## config.mk

```make
export PLATFORM = sky130hd
export DESIGN_NAME = tlipv_ctrl
export DESIGN_NICKNAME = d
export VERILOG_FILES = /design/src/inc/tlipv_pkg.sv /design/src/logic/tlipv_ctrl.sv
export SDC_FILE = /design/constraint.sdc
export NUM_CORES = 1
export LEC_CHECK = 0
export ABC_AREA = 1
export BUFFER_PORTS_ARGS = -buffer_cell sky130_fd_sc_hd__buf_2
export CAP_MARGIN = 20
export CORE_MARGIN = 2
export CORE_UTILIZATION = 26
export CTS_CLUSTER_SIZE = 25
export DETAILED_ROUTE_END_ITERATION = 12
export GPL_TIMING_DRIVEN = 0
export SETUP_SLACK_MARGIN = 0.05
export SLEW_MARGIN = 20
export SYNTH_ARGS = -nofsm -noshare
export SYNTH_HDL_FRONTEND = slang
export SYNTH_SLANG_ARGS = --single-unit
```

## constraint.sdc

```tcl
create_clock -name pclk -period 1.7 [get_ports pclk]
set_input_delay 0 -clock pclk [delete_from_list [all_inputs] [get_ports pclk]]
set_output_delay 0 -clock pclk [all_outputs]
set_load 0.005 [all_outputs]
```

## src/inc/tlipv_pkg.sv

```systemverilog
/*
  Package for the two-level interrupt priority and vectoring block.
  Assumes one pclk domain, APB register access, core-supplied cycle strobes.
*/
// Functional notes
// - Priority bit clear low, set high
// - Global enable off blocks all, else per-source
// - Each source has its own fixed vector
// - First priority register holds six source bits
// - Second priority register holds ccu-side bits
// - Low routine preempted only by high request
// - High routine in progress blocks every vector
// - High level wins over low level
// - Equal level resolved by six-row polling order
// - Within a row first column wins
// - Sample flags at phase, evaluate next cycle
// - Poll every machine cycle on previous samples
// - Enabled unblocked request causes vector long call
// - Equal or higher level in progress blocks
// - Vector only at instruction final cycle
// - Exit or register write delays one instruction
// - No memory of denied requests
// - High request vectored without lower instruction first
// - Clear external flags only if edge-triggered
// - Call pushes counter only, loads vector
// - Interrupt exit ends current level in progress
// - Plain return leaves in-progress state set
// - Requests formed from peripheral flag bytes
package tlipv_pkg;
  localparam int NSRC = 12;
  localparam int AW = 12;
  // Register indexes, byte address is index times four
  localparam logic [9:0] IDX_ENABLE_LOW = 10'h0a8;
  localparam logic [9:0] IDX_ENABLE_CCU = 10'h0a9;
  localparam logic [9:0] IDX_PRIO_LOW = 10'h0b8;
  localparam logic [9:0] IDX_PRIO_CCU = 10'h0b9;
  localparam logic [9:0] IDX_EDGE_MODE = 10'h0c0;
  localparam logic [9:0] IDX_STATUS = 10'h0c1;
  // Reset values
  localparam logic [7:0] RST_PRIO = 8'h00;
  localparam logic [7:0] RST_ENABLE = 8'h00;
  localparam logic [2:0] RST_EDGE = 3'h0;
  // Field positions
  localparam int GLOBAL_EN_BIT = 7;
  localparam logic [7:0] PRIO_LOW_MASK = 8'h3f;
  localparam logic [7:0] PRIO_CCU_MASK = 8'h3f;
  localparam logic [7:0] ENABLE_LOW_MASK = 8'hbf;
  localparam logic [7:0] ENABLE_CCU_MASK = 8'h3f;
  localparam int CC_MATCH_LSB = 0;
  localparam int CMP_T1_COMPARE_BIT = 6;
  localparam int CMP_T1_PERIOD_BIT = 7;
  // Sources in polling order, row by row, first column first
  localparam logic [3:0] SRC_EXT0 = 4'h0;
  localparam logic [3:0] SRC_ADC = 4'h1;
  localparam logic [3:0] SRC_TIMER0 = 4'h2;
  localparam logic [3:0] SRC_EXT2 = 4'h3;
  localparam logic [3:0] SRC_EXT1 = 4'h4;
  localparam logic [3:0] SRC_CCU_TRAP = 4'h5;
  localparam logic [3:0] SRC_TIMER1 = 4'h6;
  localparam logic [3:0] SRC_CMP_T2 = 4'h7;
  localparam logic [3:0] SRC_SERIAL = 4'h8;
  localparam logic [3:0] SRC_CC_MATCH = 4'h9;
  localparam logic [3:0] SRC_TIMER2 = 4'ha;
  localparam logic [3:0] SRC_CMP_T1 = 4'hb;
  // Vectors indexed by source
  localparam logic [NSRC*16-1:0] VECTORS = {
    16'h006b, 16'h002b, 16'h0063, 16'h0023, 16'h005b, 16'h001b,
    16'h0053, 16'h0013, 16'h004b, 16'h000b, 16'h0043, 16'h0003};

  typedef struct packed {
    logic ext0_request_flag;
    logic ext1_request_flag;
    logic ext2_request_bit;
    logic timer0_overflow_flag;
    logic timer1_overflow_flag;
    logic timer2_overflow_flag;
    logic timer2_external_flag;
    logic serial_receive_done;
    logic serial_transmit_done;
    logic converter_done_flag;
    logic ccu_trap_flag;
    logic commutation_error_flag;
    logic cmp_timer2_period_flag;
    logic [7:0] cc_flag_byte;
  } tlipv_flags_s;

  typedef struct packed {
    logic vector_long_call;
    logic [15:0] vector_addr;
    logic [3:0] vector_src;
    logic [2:0] ext_flag_clear;
  } tlipv_vec_s;
endpackage

```

## src/logic/tlipv_ctrl.sv

```systemverilog
/*
  Two-level interrupt priority controller with polling and vectoring.
  Assumes core strobes flag_sample_phase and machine_cycle_end once per
  machine cycle, and an APB master on pclk.
*/
`timescale 1ns/1ns
`default_nettype none
module tlipv_ctrl (
  // Clock and reset
  input wire logic pclk,
  input wire logic presetn,
  // APB slave
  input wire logic psel,
  input wire logic penable,
  input wire logic pwrite,
  input wire logic [tlipv_pkg::AW-1:0] paddr,
  input wire logic [31:0] pwdata,
  output logic [31:0] prdata,
  output logic pready,
  output logic pslverr,
  // Core sequencer
  input wire logic flag_sample_phase,
  input wire logic machine_cycle_end,
  input wire logic instr_final_cycle,
  input wire logic interrupt_exit_instruction,
  input wire logic plain_subroutine_exit,
  input wire logic irq_reg_write,
  // Peripheral flags
  input wire tlipv_pkg::tlipv_flags_s flags,
  // Vector output
  output tlipv_pkg::tlipv_vec_s vec,
  output logic [1:0] in_progress
);
  typedef struct packed {
    logic [7:0] prio_low;
    logic [7:0] prio_ccu;
    logic [7:0] en_low;
    logic [7:0] en_ccu;
    logic [2:0] edge_mode;
    logic [11:0] sampled;
    logic [11:0] polled;
    logic [1:0] inprog;
    logic hold_off;
    logic [31:0] rdata;
    logic ready;
    logic slverr;
    tlipv_pkg::tlipv_vec_s vec;
  } tlipv_state_s;

  tlipv_state_s st_q, st_d;

  function automatic logic [11:0] form_requests(input tlipv_pkg::tlipv_flags_s f);
    logic [11:0] r;
    r = '0;
    r[tlipv_pkg::SRC_EXT0] = f.ext0_request_flag;
    r[tlipv_pkg::SRC_ADC] = f.converter_done_flag;
    r[tlipv_pkg::SRC_TIMER0] = f.timer0_overflow_flag;
    r[tlipv_pkg::SRC_EXT2] = f.ext2_request_bit;
    r[tlipv_pkg::SRC_EXT1] = f.ext1_request_flag;
    r[tlipv_pkg::SRC_CCU_TRAP] = f.ccu_trap_flag | f.commutation_error_flag;
    r[tlipv_pkg::SRC_TIMER1] = f.timer1_overflow_flag;
    r[tlipv_pkg::SRC_CMP_T2] = f.cmp_timer2_period_flag;
    r[tlipv_pkg::SRC_SERIAL] = f.serial_receive_done | f.serial_transmit_done;
    r[tlipv_pkg::SRC_CC_MATCH] = |f.cc_flag_byte[tlipv_pkg::CC_MATCH_LSB +: 6];
    r[tlipv_pkg::SRC_TIMER2] = f.timer2_overflow_flag | f.timer2_external_flag;
    r[tlipv_pkg::SRC_CMP_T1] = f.cc_flag_byte[tlipv_pkg::CMP_T1_PERIOD_BIT] |
                               f.cc_flag_byte[tlipv_pkg::CMP_T1_COMPARE_BIT];
    return r;
  endfunction

  // Map register bits to sources in polling order
  function automatic logic [11:0] by_source(input logic [7:0] lo, input logic [7:0] cc);
    logic [11:0] m;
    m = '0;
    m[tlipv_pkg::SRC_EXT0] = lo[0];
    m[tlipv_pkg::SRC_TIMER0] = lo[1];
    m[tlipv_pkg::SRC_EXT1] = lo[2];
    m[tlipv_pkg::SRC_TIMER1] = lo[3];
    m[tlipv_pkg::SRC_SERIAL] = lo[4];
    m[tlipv_pkg::SRC_TIMER2] = lo[5];
    m[tlipv_pkg::SRC_ADC] = cc[0];
    m[tlipv_pkg::SRC_EXT2] = cc[1];
    m[tlipv_pkg::SRC_CCU_TRAP] = cc[2];
    m[tlipv_pkg::SRC_CMP_T2] = cc[3];
    m[tlipv_pkg::SRC_CC_MATCH] = cc[4];
    m[tlipv_pkg::SRC_CMP_T1] = cc[5];
    return m;
  endfunction

  // Lowest index set wins
  function automatic logic [3:0] first_set(input logic [11:0] m);
    logic [3:0] idx;
    idx = 4'h0;
    for (int i = tlipv_pkg::NSRC - 1; i >= 0; i--) begin
      if (m[i]) begin
        idx = 4'(i);
      end
    end
    return idx;
  endfunction

  logic [11:0] req_now;
  logic [11:0] enabled;
  logic [11:0] level_high;
  logic [11:0] cand_high;
  logic [11:0] cand_low;
  logic win_found;
  logic win_high;
  logic [3:0] win_src;
  logic level_blocked;
  logic poll_now;
  logic fire;
  logic apb_setup;
  logic apb_write;
  logic [9:0] widx;
  logic irq_cfg_write;

  assign req_now = form_requests(flags);
  assign enabled = st_q.en_low[tlipv_pkg::GLOBAL_EN_BIT] ?
                   by_source(st_q.en_low, st_q.en_ccu) : 12'h000;
  assign level_high = by_source(st_q.prio_low, st_q.prio_ccu);
  assign cand_high = st_q.polled & enabled & level_high;
  assign cand_low = st_q.polled & enabled & ~level_high;
  assign win_high = |cand_high;
  assign win_found = |(st_q.polled & enabled);
  // polling order by index, first column first
  assign win_src = win_high ? first_set(cand_high) : first_set(cand_low);
  assign level_blocked = st_q.inprog[1] | (st_q.inprog[0] & ~win_high);
  assign poll_now = machine_cycle_end & instr_final_cycle;
  assign fire = poll_now & win_found & ~level_blocked & ~st_q.hold_off &
                ~interrupt_exit_instruction & ~irq_cfg_write;

  assign apb_setup = psel & ~penable;
  assign apb_write = psel & penable & pwrite & st_q.ready;
  assign widx = paddr[tlipv_pkg::AW-1:2];
  assign irq_cfg_write = irq_reg_write | (apb_write &
                         (widx == tlipv_pkg::IDX_ENABLE_LOW ||
                          widx == tlipv_pkg::IDX_ENABLE_CCU ||
                          widx == tlipv_pkg::IDX_PRIO_LOW ||
                          widx == tlipv_pkg::IDX_PRIO_CCU));

  always_comb begin
    st_d = st_q;
    st_d.vec.vector_long_call = 1'b0;
    st_d.vec.ext_flag_clear = 3'h0;
    if (flag_sample_phase) begin
      st_d.sampled = req_now;
    end
    // poll previous cycle samples, nothing kept
    if (machine_cycle_end) begin
      st_d.polled = st_q.sampled;
    end
    // exit or config write holds one instruction
    if (interrupt_exit_instruction | irq_cfg_write) begin
      st_d.hold_off = 1'b1;
    end else if (poll_now) begin
      st_d.hold_off = 1'b0;
    end
    // exit clears highest level, plain return ignored
    if (interrupt_exit_instruction & ~plain_subroutine_exit) begin
      if (st_q.inprog[1]) begin
        st_d.inprog[1] = 1'b0;
      end else begin
        st_d.inprog[0] = 1'b0;
      end
    end
    if (fire) begin
      st_d.inprog[win_high] = 1'b1;
      st_d.vec.vector_long_call = 1'b1;
      st_d.vec.vector_src = win_src;
      // fixed vector, counter pushed by core
      st_d.vec.vector_addr = tlipv_pkg::VECTORS[win_src*16 +: 16];
      st_d.vec.ext_flag_clear[0] = (win_src == tlipv_pkg::SRC_EXT0) & st_q.edge_mode[0];
      st_d.vec.ext_flag_clear[1] = (win_src == tlipv_pkg::SRC_EXT1) & st_q.edge_mode[1];
      st_d.vec.ext_flag_clear[2] = (win_src == tlipv_pkg::SRC_EXT2) & st_q.edge_mode[2];
    end
    // APB access, answered in the first access cycle
    st_d.ready = apb_setup;
    if (apb_setup) begin
      st_d.rdata = 32'h0000_0000;
      st_d.slverr = 1'b0;
      unique case (widx)
        tlipv_pkg::IDX_ENABLE_LOW: st_d.rdata[7:0] = st_q.en_low;
        tlipv_pkg::IDX_ENABLE_CCU: st_d.rdata[7:0] = st_q.en_ccu;
        tlipv_pkg::IDX_PRIO_LOW: st_d.rdata[7:0] = st_q.prio_low;
        tlipv_pkg::IDX_PRIO_CCU: st_d.rdata[7:0] = st_q.prio_ccu;
        tlipv_pkg::IDX_EDGE_MODE: st_d.rdata[2:0] = st_q.edge_mode;
        tlipv_pkg::IDX_STATUS: st_d.rdata[11:0] = {st_q.polled[7:0], st_q.hold_off,
                                                   1'b0, st_q.inprog};
        default: st_d.slverr = 1'b1;
      endcase
    end
    if (apb_write) begin
      unique case (widx)
        tlipv_pkg::IDX_ENABLE_LOW: st_d.en_low = pwdata[7:0] & tlipv_pkg::ENABLE_LOW_MASK;
        tlipv_pkg::IDX_ENABLE_CCU: st_d.en_ccu = pwdata[7:0] & tlipv_pkg::ENABLE_CCU_MASK;
        tlipv_pkg::IDX_PRIO_LOW: st_d.prio_low = pwdata[7:0] & tlipv_pkg::PRIO_LOW_MASK;
        tlipv_pkg::IDX_PRIO_CCU: st_d.prio_ccu = pwdata[7:0] & tlipv_pkg::PRIO_CCU_MASK;
        tlipv_pkg::IDX_EDGE_MODE: st_d.edge_mode = pwdata[2:0];
        default: st_d.edge_mode = st_q.edge_mode;
      endcase
    end
  end

  always_ff @(posedge pclk or negedge presetn) begin
    if (!presetn) begin
      st_q <= '0;
      st_q.prio_low <= tlipv_pkg::RST_PRIO;
      st_q.prio_ccu <= tlipv_pkg::RST_PRIO;
      st_q.en_low <= tlipv_pkg::RST_ENABLE;
      st_q.en_ccu <= tlipv_pkg::RST_ENABLE;
      st_q.edge_mode <= tlipv_pkg::RST_EDGE;
    end else begin
      st_q <= st_d;
    end
  end

  assign prdata = st_q.rdata;
  assign pready = st_q.ready;
  assign pslverr = st_q.slverr;
  assign vec = st_q.vec;
  assign in_progress = st_q.inprog;
endmodule
`default_nettype wire

```

==> results.toml, run 1 <==
[logic_synthesis]
synth_top_cell_area_share_pct = 45.57
yosys.area.top_type = "dfrtp_1"
synth_edf_count = 0
synth_flop_cell = "dfrtp_1"
synth_async_sr_flop_share_pct = 100.0
syn-cell-area_sq_um = 4503
synth_top_family_by_area = "simple AND/OR/NAND/NOR gates"
synth-simple-area-share_pct = 25.53
yosysSeqAreaShare_pct = 45.57
synth.distinct_cells = 38
synth_area_per_cell_sq_um = 8.085
synthMuxAreaShare_pct = 1.000
yosys-top-cells-area = "dfrtp_1 46%, nand2_1 12%, buf_4 9.7%"
synthAdderAreaFrac_pct = 0
synth_cells = 557
synthXorXnorAreaFrac_pct = 0
synth_compound_area_share_pct = 10.75
synth_seq_cells = 82
yosys_warnings = 0

[sta]
worst_slack_ns = -0.1073
layout_min_cycle_time_ns = 1.807
rsz0062_at_grt = "true"
fmax_ghz = 0.5533
whs_ns = 0.01890
finClkSkew_ns = 0.007060
fin_crit_sh_pct = 106.3
tightest_slew_ns = 0.5957
maxSlewViolCount = 0
hold_viol = 0
setup_viol = 14
slew_headroom_pct = 60.29

[global_route]
antenna_found_initial = 0
grt_pass1_wl_mm = 18.42
track_usage_pct = 12.88
grt-ovfl-total = 0
grt_max_degree = 45
grt_pass1_vias = 3665

[drt]
wirelength_mm = 11.44
antenna_left = 0
drt-initial-drc-count = 284
routedWlPerCell_um = 12.25
vias_per_cell = 4.120
firstDrtPassIters = 4
num_vias = 3848
drcViolationCount = 0

[power]
vdd.ir_drop.worst_uv = 414.3
p_per_area_nw_per_um2 = 732.0
p_leak_nw = 3.051

[clocking]
clk_pin_slew_ns = 0.07
cts_htree_levels = 3
cts.sinks = 82
cts_buffers = 9
cts_tree = "built"
clk_latency_ns = 0.34
root_buffer = "clkbuf_16"
cts_max_path_buffers = 2

[layout]
nets = 780
drive_above_1_share_pct = 31.03
fin_area_sq_um = 5977
area_delta_synth_final_pct = 32.73
multi_input_area_sq_um = 1874
final_util_pct = 34.92
antenna_cells = 0
seq_area_sq_um = 2052
fill_cells = 1801

[critical_path]
endpoint = "vec[8]"
crit_path_cell_trace = "buf_6 -> buf_12 -> nand3_4 -> nand4_1 -> o31ai_2 -> nor2_1 -> nand2_4 -> inv_4 -> or2_1"
timing.critical_path.from = "st_q[103]"
critPathCaptureType = "flop"
reg2regPathDepth = 9
worstReg2RegStart = "st_q[103]"
slowest_delay_ns = 0.37
crit_slowest_cell = "dfrtp_1"
start_kind = "flop"
crit_fanout = 9
rrSetupSlack_ns = -0.11
crit_arrival_ns = 2.03
setup.worst_path.class = "flop to flop"
required_ns = 1.92
r2r-end = "vec[8]"

[place]
hpwl_mm = 8.701
place_area_sq_um = 5314
pre_cts_slack_ns = -0.1173
gp_congestion = 0.8318
portBuffers = 78

[run_status]
status = "finished, violations left"
violations = "negative setup slack"

[die]
core_sq_um = 17120
die-area_sq_um = 18390
die_x_um = 135.6
ios = 136
rows = 48
initial_core_util_pct = 26.31
die_h_um = 135.6

[min_path]
hold_path_class = "primary input to flop"

[job]
maxCapViolCount = 0
[critical path, delay by kind of cell (launching register included)]
family	cells	cell delay (ns)
and+or+nand+nor	5	0.67
DFF	1	0.37
buffers and inverters	3	0.36
AOI/OAI and AO/OA	1	0.27
[Yosys cell counts, drive strengths merged, types with 3 or more instances]
library cell    n
nand2         153
clkbuf          9
nand4           8
o31ai           6
a21oi          12
nor3            3
mux2            4
nand3          23
buf            62
dfrtp          82
o22ai           5
inv            66
a221oi          8
or2             3
nor2           57
o21ai          46
[placed cells by master (no fill, tap or decap), types with 2 or more instances in the layout]
cell	netlist	layout
nand2_1	148	142
dfrtp_1	82	82
buf_2	1	78
buf_4	58	61
inv_1	61	56
nor2_1	47	40
o21ai_0	38	38
conb_1	1	30
dlygate4sd3_1	0	25
nor2_2	7	13
a21oi_1	12	12
clkbuf_16	0	10
nand3_1	14	9
clkbuf_1	9	9
nand4_1	8	8
nand3_2	5	8
inv_2	5	8
nand2_2	2	8
a221oi_1	8	8
nand3_4	4	6
o21ai_1	6	6
o22ai_1	5	5
o31ai_1	6	5
nor2_4	3	4
mux2_2	4	4
nor3_1	3	3
nand2_4	3	3
clkinvlp_4	0	3
nor4_1	2	2
inv_4	0	2
o21ai_2	2	2
or2_1	2	2
[stage by stage]
step	total power, mW	TNS (ns)	instances
after floorplan	2.317	0	586
after global placement	2.499	-8.886	889
after detailed placement	2.511	-0.9939	890
after CTS	4.423	-0.9208	933
after global routing	4.556	-2.509	934
final	4.375	-0.6535	934
[power by group]
| group | internal, mW | switching (mW) | leakage, nW | total, mW |
|---|---|---|---|---|
| logic | 0.215 | 0.208 | 1.85 | 0.423 |
| clock network | 1.01 | 0.849 | 0.127 | 1.86 |
| registers | 2.03 | 0.0663 | 1.07 | 2.09 |
| total | 3.25 | 1.12 | 3.05 | 4.38 |
[area by class of cell]
type / instances / share of cell area (%)
Buffer: 71 / 8.729
Clock buffer: 10 / 3.831
Clock inverter: 6 / 0.8583
Inverter: 67 / 4.291
Multi-Input combinational cell: 366 / 31.36
Sequential cell: 82 / 34.33
Tap cell: 225 / 4.710
Timing Repair Buffer: 107 / 11.89
[repair_timing]
item                                    4_1_cts  5_1_grt
hold buffers                                 25        0
pin swaps                                     4        2
hold endpoints to repair                     56        0
gates cloned                                  0        1
endpoints found under the setup margin       20       20
resized for setup                             9       23
buffers inserted                              2        0
[cell families (layout without fill, tap and decap cells)]
group | count (synthesis) | in the layout
AND/OR/NAND/NOR | 250 | 250
multiplexers | 4 | 4
buffers and inverters | 138 | 261
other | 1 | 30
AO/OA/AOI/OAI | 82 | 82
flip-flops | 82 | 82
[worst min-delay path by stage]
stage | startpoint | to | slack (ns) | cells after the start
floorplan | presetn | in_progress[0] | -0.30 | 0
global placement | flags[16] | st_q[79] | 0.21 | 3
detailed placement | presetn | st_q[81] | 0.02 | 1
CTS | pwdata[0] | st_q[88] | 0.02 | 3
global route | pwdata[0] | st_q[96] | 0.04 | 3
finish | pwdata[0] | st_q[88] | 0.02 | 3
[layer usage]
layer / up-vias / track usage (%) / wire, um
met3: 14 / 2.319 / 527
met4: 0 / 4.572 / 186
met1: 1748 / 17.41 / 5479
met2: 99 / 20.68 / 5250
li1: 1987 / - / -
met5: - / 0 / 0
[flip-flops by register name (all words and copies together) (netlist names)]
| name | cells |
|---|---|
| level_high | 12 |
| pready | 1 |
| st_q | 41 |
| pslverr | 1 |
| vec | 13 |
| in_progress | 2 |
| prdata | 12 |
Note: power is estimated with default switching activity, not from simulation.
==> run 2: changes to the inputs <==
--- a/config.mk
+++ b/config.mk
@@ -9,7 +9,7 @@
 export BUFFER_PORTS_ARGS = -buffer_cell sky130_fd_sc_hd__buf_2
 export CAP_MARGIN = 20
 export CORE_MARGIN = 2
-export CORE_UTILIZATION = 26
+export CORE_UTILIZATION = 35
 export CTS_CLUSTER_SIZE = 25
 export DETAILED_ROUTE_END_ITERATION = 12
 export GPL_TIMING_DRIVEN = 0
==> constraint.sdc (replaced) <==
create_clock -name pclk -period 1.7 [get_ports pclk]
set_input_delay 0.085 -clock pclk [delete_from_list [all_inputs] [get_ports pclk]]
set_output_delay 0.085 -clock pclk [all_outputs]
set_load 0.005 [all_outputs]
==> run 2 against run 1 <==
The flow still finishes with violations (negative setup slack). Via count up 2.5%. First-iteration DRC count is 10% lower. Clock skew grew 0.0024 ns. Critical path depth increased by 3. Total power increased by 3.4%. Count of clock-buffer cells in the layout unchanged. Clock power grew 9%. Sequential share of layout area up 0.44 points. Wire length is 0.41% higher. Register-to-register slack worse by 0.04 ns. Global-route usage up 4.8 points. Combinational power down 3%.
==> results.toml, run 2 (synthesized netlist as in run 1, its figures left out) <==
[power]
internal_power_mw = 3.427
combinationalPowerShare_pct = 9.1
vdd.ir_drop.worst_uv = 426.1
power_frac_clock_pct = 44.6
p_per_area_nw_per_um2 = 766.3
seqPwrFrac_pct = 46.3
power_mw = 4.522
p_switching_mw = 1.095
switching_share_pct = 24.22
p_leak_nw = 3.065

[sta]
hold_viol = 0
tightest_slew_ns = 0.5733
fin_crit_sh_pct = 108.5
setup_viol = 14
worst_slack_ns = -0.1451
layout_min_cycle_time_ns = 1.845
slew_headroom_pct = 61.78
whs_ns = 0.04259
maxSlewViolCount = 0
finClkSkew_ns = 0.009506
rsz0062_at_grt = "true"
fmax_ghz = 0.5420
tns_ns = -1.208

[critical_path]
required_ns = 1.92
cpMostUsedCell = "nand2_4"
crit_fanout = 5
setup.worst_path.class = "flop to flop"
crit_path_cell_trace = "buf_6 -> buf_12 -> nand4_1 -> buf_4 -> o21ai_4 -> nor2_4 -> nand2_4 -> inv_2 -> nand2_2 -> nand2_4 -> inv_4 -> or2_1"
rrSetupSlack_ns = -0.15
critPathCaptureType = "flop"
start_kind = "flop"
crit_arrival_ns = 2.07
crit_slowest_cell = "dfrtp_1"
slowest_delay_ns = 0.40

[die]
die_h_um = 117.4
core_sq_um = 12570
initial_core_util_pct = 35.83
ios = 136
rows = 41
die-area_sq_um = 13790
die_x_um = 117.4

[global_route]
grt_pass1_wl_mm = 19.66
antenna_found_initial = 0
track_usage_pct = 17.72
grt_pass1_vias = 3959
grt_max_degree = 57
grt-ovfl-total = 0

[place]
portBuffers = 78
hpwl_mm = 8.545
gp_congestion = 0.8734

[layout]
final_util_pct = 46.96
area_delta_synth_final_pct = 31.06
final_cell_mix = "146 x nand2_1, 82 x dfrtp_1, 78 x buf_2"
largest_register_ffs = 41
antenna_cells = 0
layout_commonest_cell = "nand2_1"
regMostFlops = "st_q"
fill_cells = 1229
nets = 779
drive_above_1_share_pct = 30.79

[drt]
vias_per_cell = 4.481
routedWlPerCell_um = 13.06
drcViolationCount = 0
num_vias = 3943
firstDrtPassIters = 5
wirelength_mm = 11.49
antenna_left = 0
drt-initial-drc-count = 255

[clocking]
cts_buffers = 9
cts_max_path_buffers = 2
root_buffer = "clkbuf_16"
cts_htree_levels = 3
clk_pin_slew_ns = 0.07
cts_tree = "built"
cts.sinks = 82
clk_latency_ns = 0.34

[run_status]
violations = "negative setup slack"
status = "finished, violations left"

[job]
maxCapViolCount = 0

[min_path]
hold_path_class = "primary input to flop"
[run 2: metal layers]
layer | wire length, um | track usage, % | share of wire, % | up-vias
met5 | 0 | 0 | 0 | -
met4 | 199 | 5.422 | 1.7 | 0
met3 | 610 | 3.307 | 5.3 | 14
met2 | 5325 | 29.28 | 46 | 115
met1 | 5355 | 23.67 | 47 | 1831
li1 | - | - | - | 1983
[run 2: power by group through the flow]
stage,sequential (mW),clock [mW],combinational [mW]
2_1_floorplan,2.11,0,0.212
3_3_place_gp,2.13,0,0.365
3_5_place_dp,2.13,0,0.379
4_1_cts,2.09,2.06,0.414
5_1_grt,2.10,2.14,0.470
6_report,2.09,2.02,0.411
[run 2: area by class of cell]
cell class | count | area (sq um) | area share, %
Multi-Input combinational cell | 366 | 1861 | 31.52
Clock inverter | 6 | 70.07 | 1.187
Sequential cell | 82 | 2052 | 34.77
Tap cell | 172 | 215.2 | 3.646
Inverter | 67 | 254.0 | 4.304
Timing Repair Buffer | 107 | 696.9 | 11.81
Clock buffer | 10 | 239.0 | 4.049
Buffer | 70 | 514.2 | 8.713
[run 2: repair_timing]
action,in CTS,in global routing
hold endpoints to repair,38,0
setup buffers,7,1
resized for setup,17,8
pin swaps,10,5
gates cloned,3,0
hold buffers,17,0
endpoints found under the setup margin,21,20
[run 2: through the flow]
step           worst slack, ns  std cells  cell area, sq um
2_1_floorplan          0.06658        586              4612
3_3_place_gp           -0.1588        836              5218
3_5_place_dp           -0.1775        837              5248
4_1_cts                -0.1011        880              5878
5_1_grt                -0.3205        880              5902
6_report               -0.1451        880              5902
[run 2: final timing paths]
kind / from / end / depth (start not counted)
min in group asynchronous: presetn / vec[3] / 2
worst max-delay path: st_q[103] / vec[8] / 12
worst max register to register: st_q[103] / vec[8] / 12
worst min register to register: st_q[75] / st_q[75] / 2
max in group asynchronous: presetn / prdata[11] / 3
worst min-delay path: flags[5] / st_q[82] / 3
[run 2: worst max-delay path: cells and delay by family (launching register included)]
family / cells / cell delay (ns)
simple gates: 6 / 0.69
buf+inv: 5 / 0.56
compound gates: 1 / 0.07
flops: 1 / 0.40
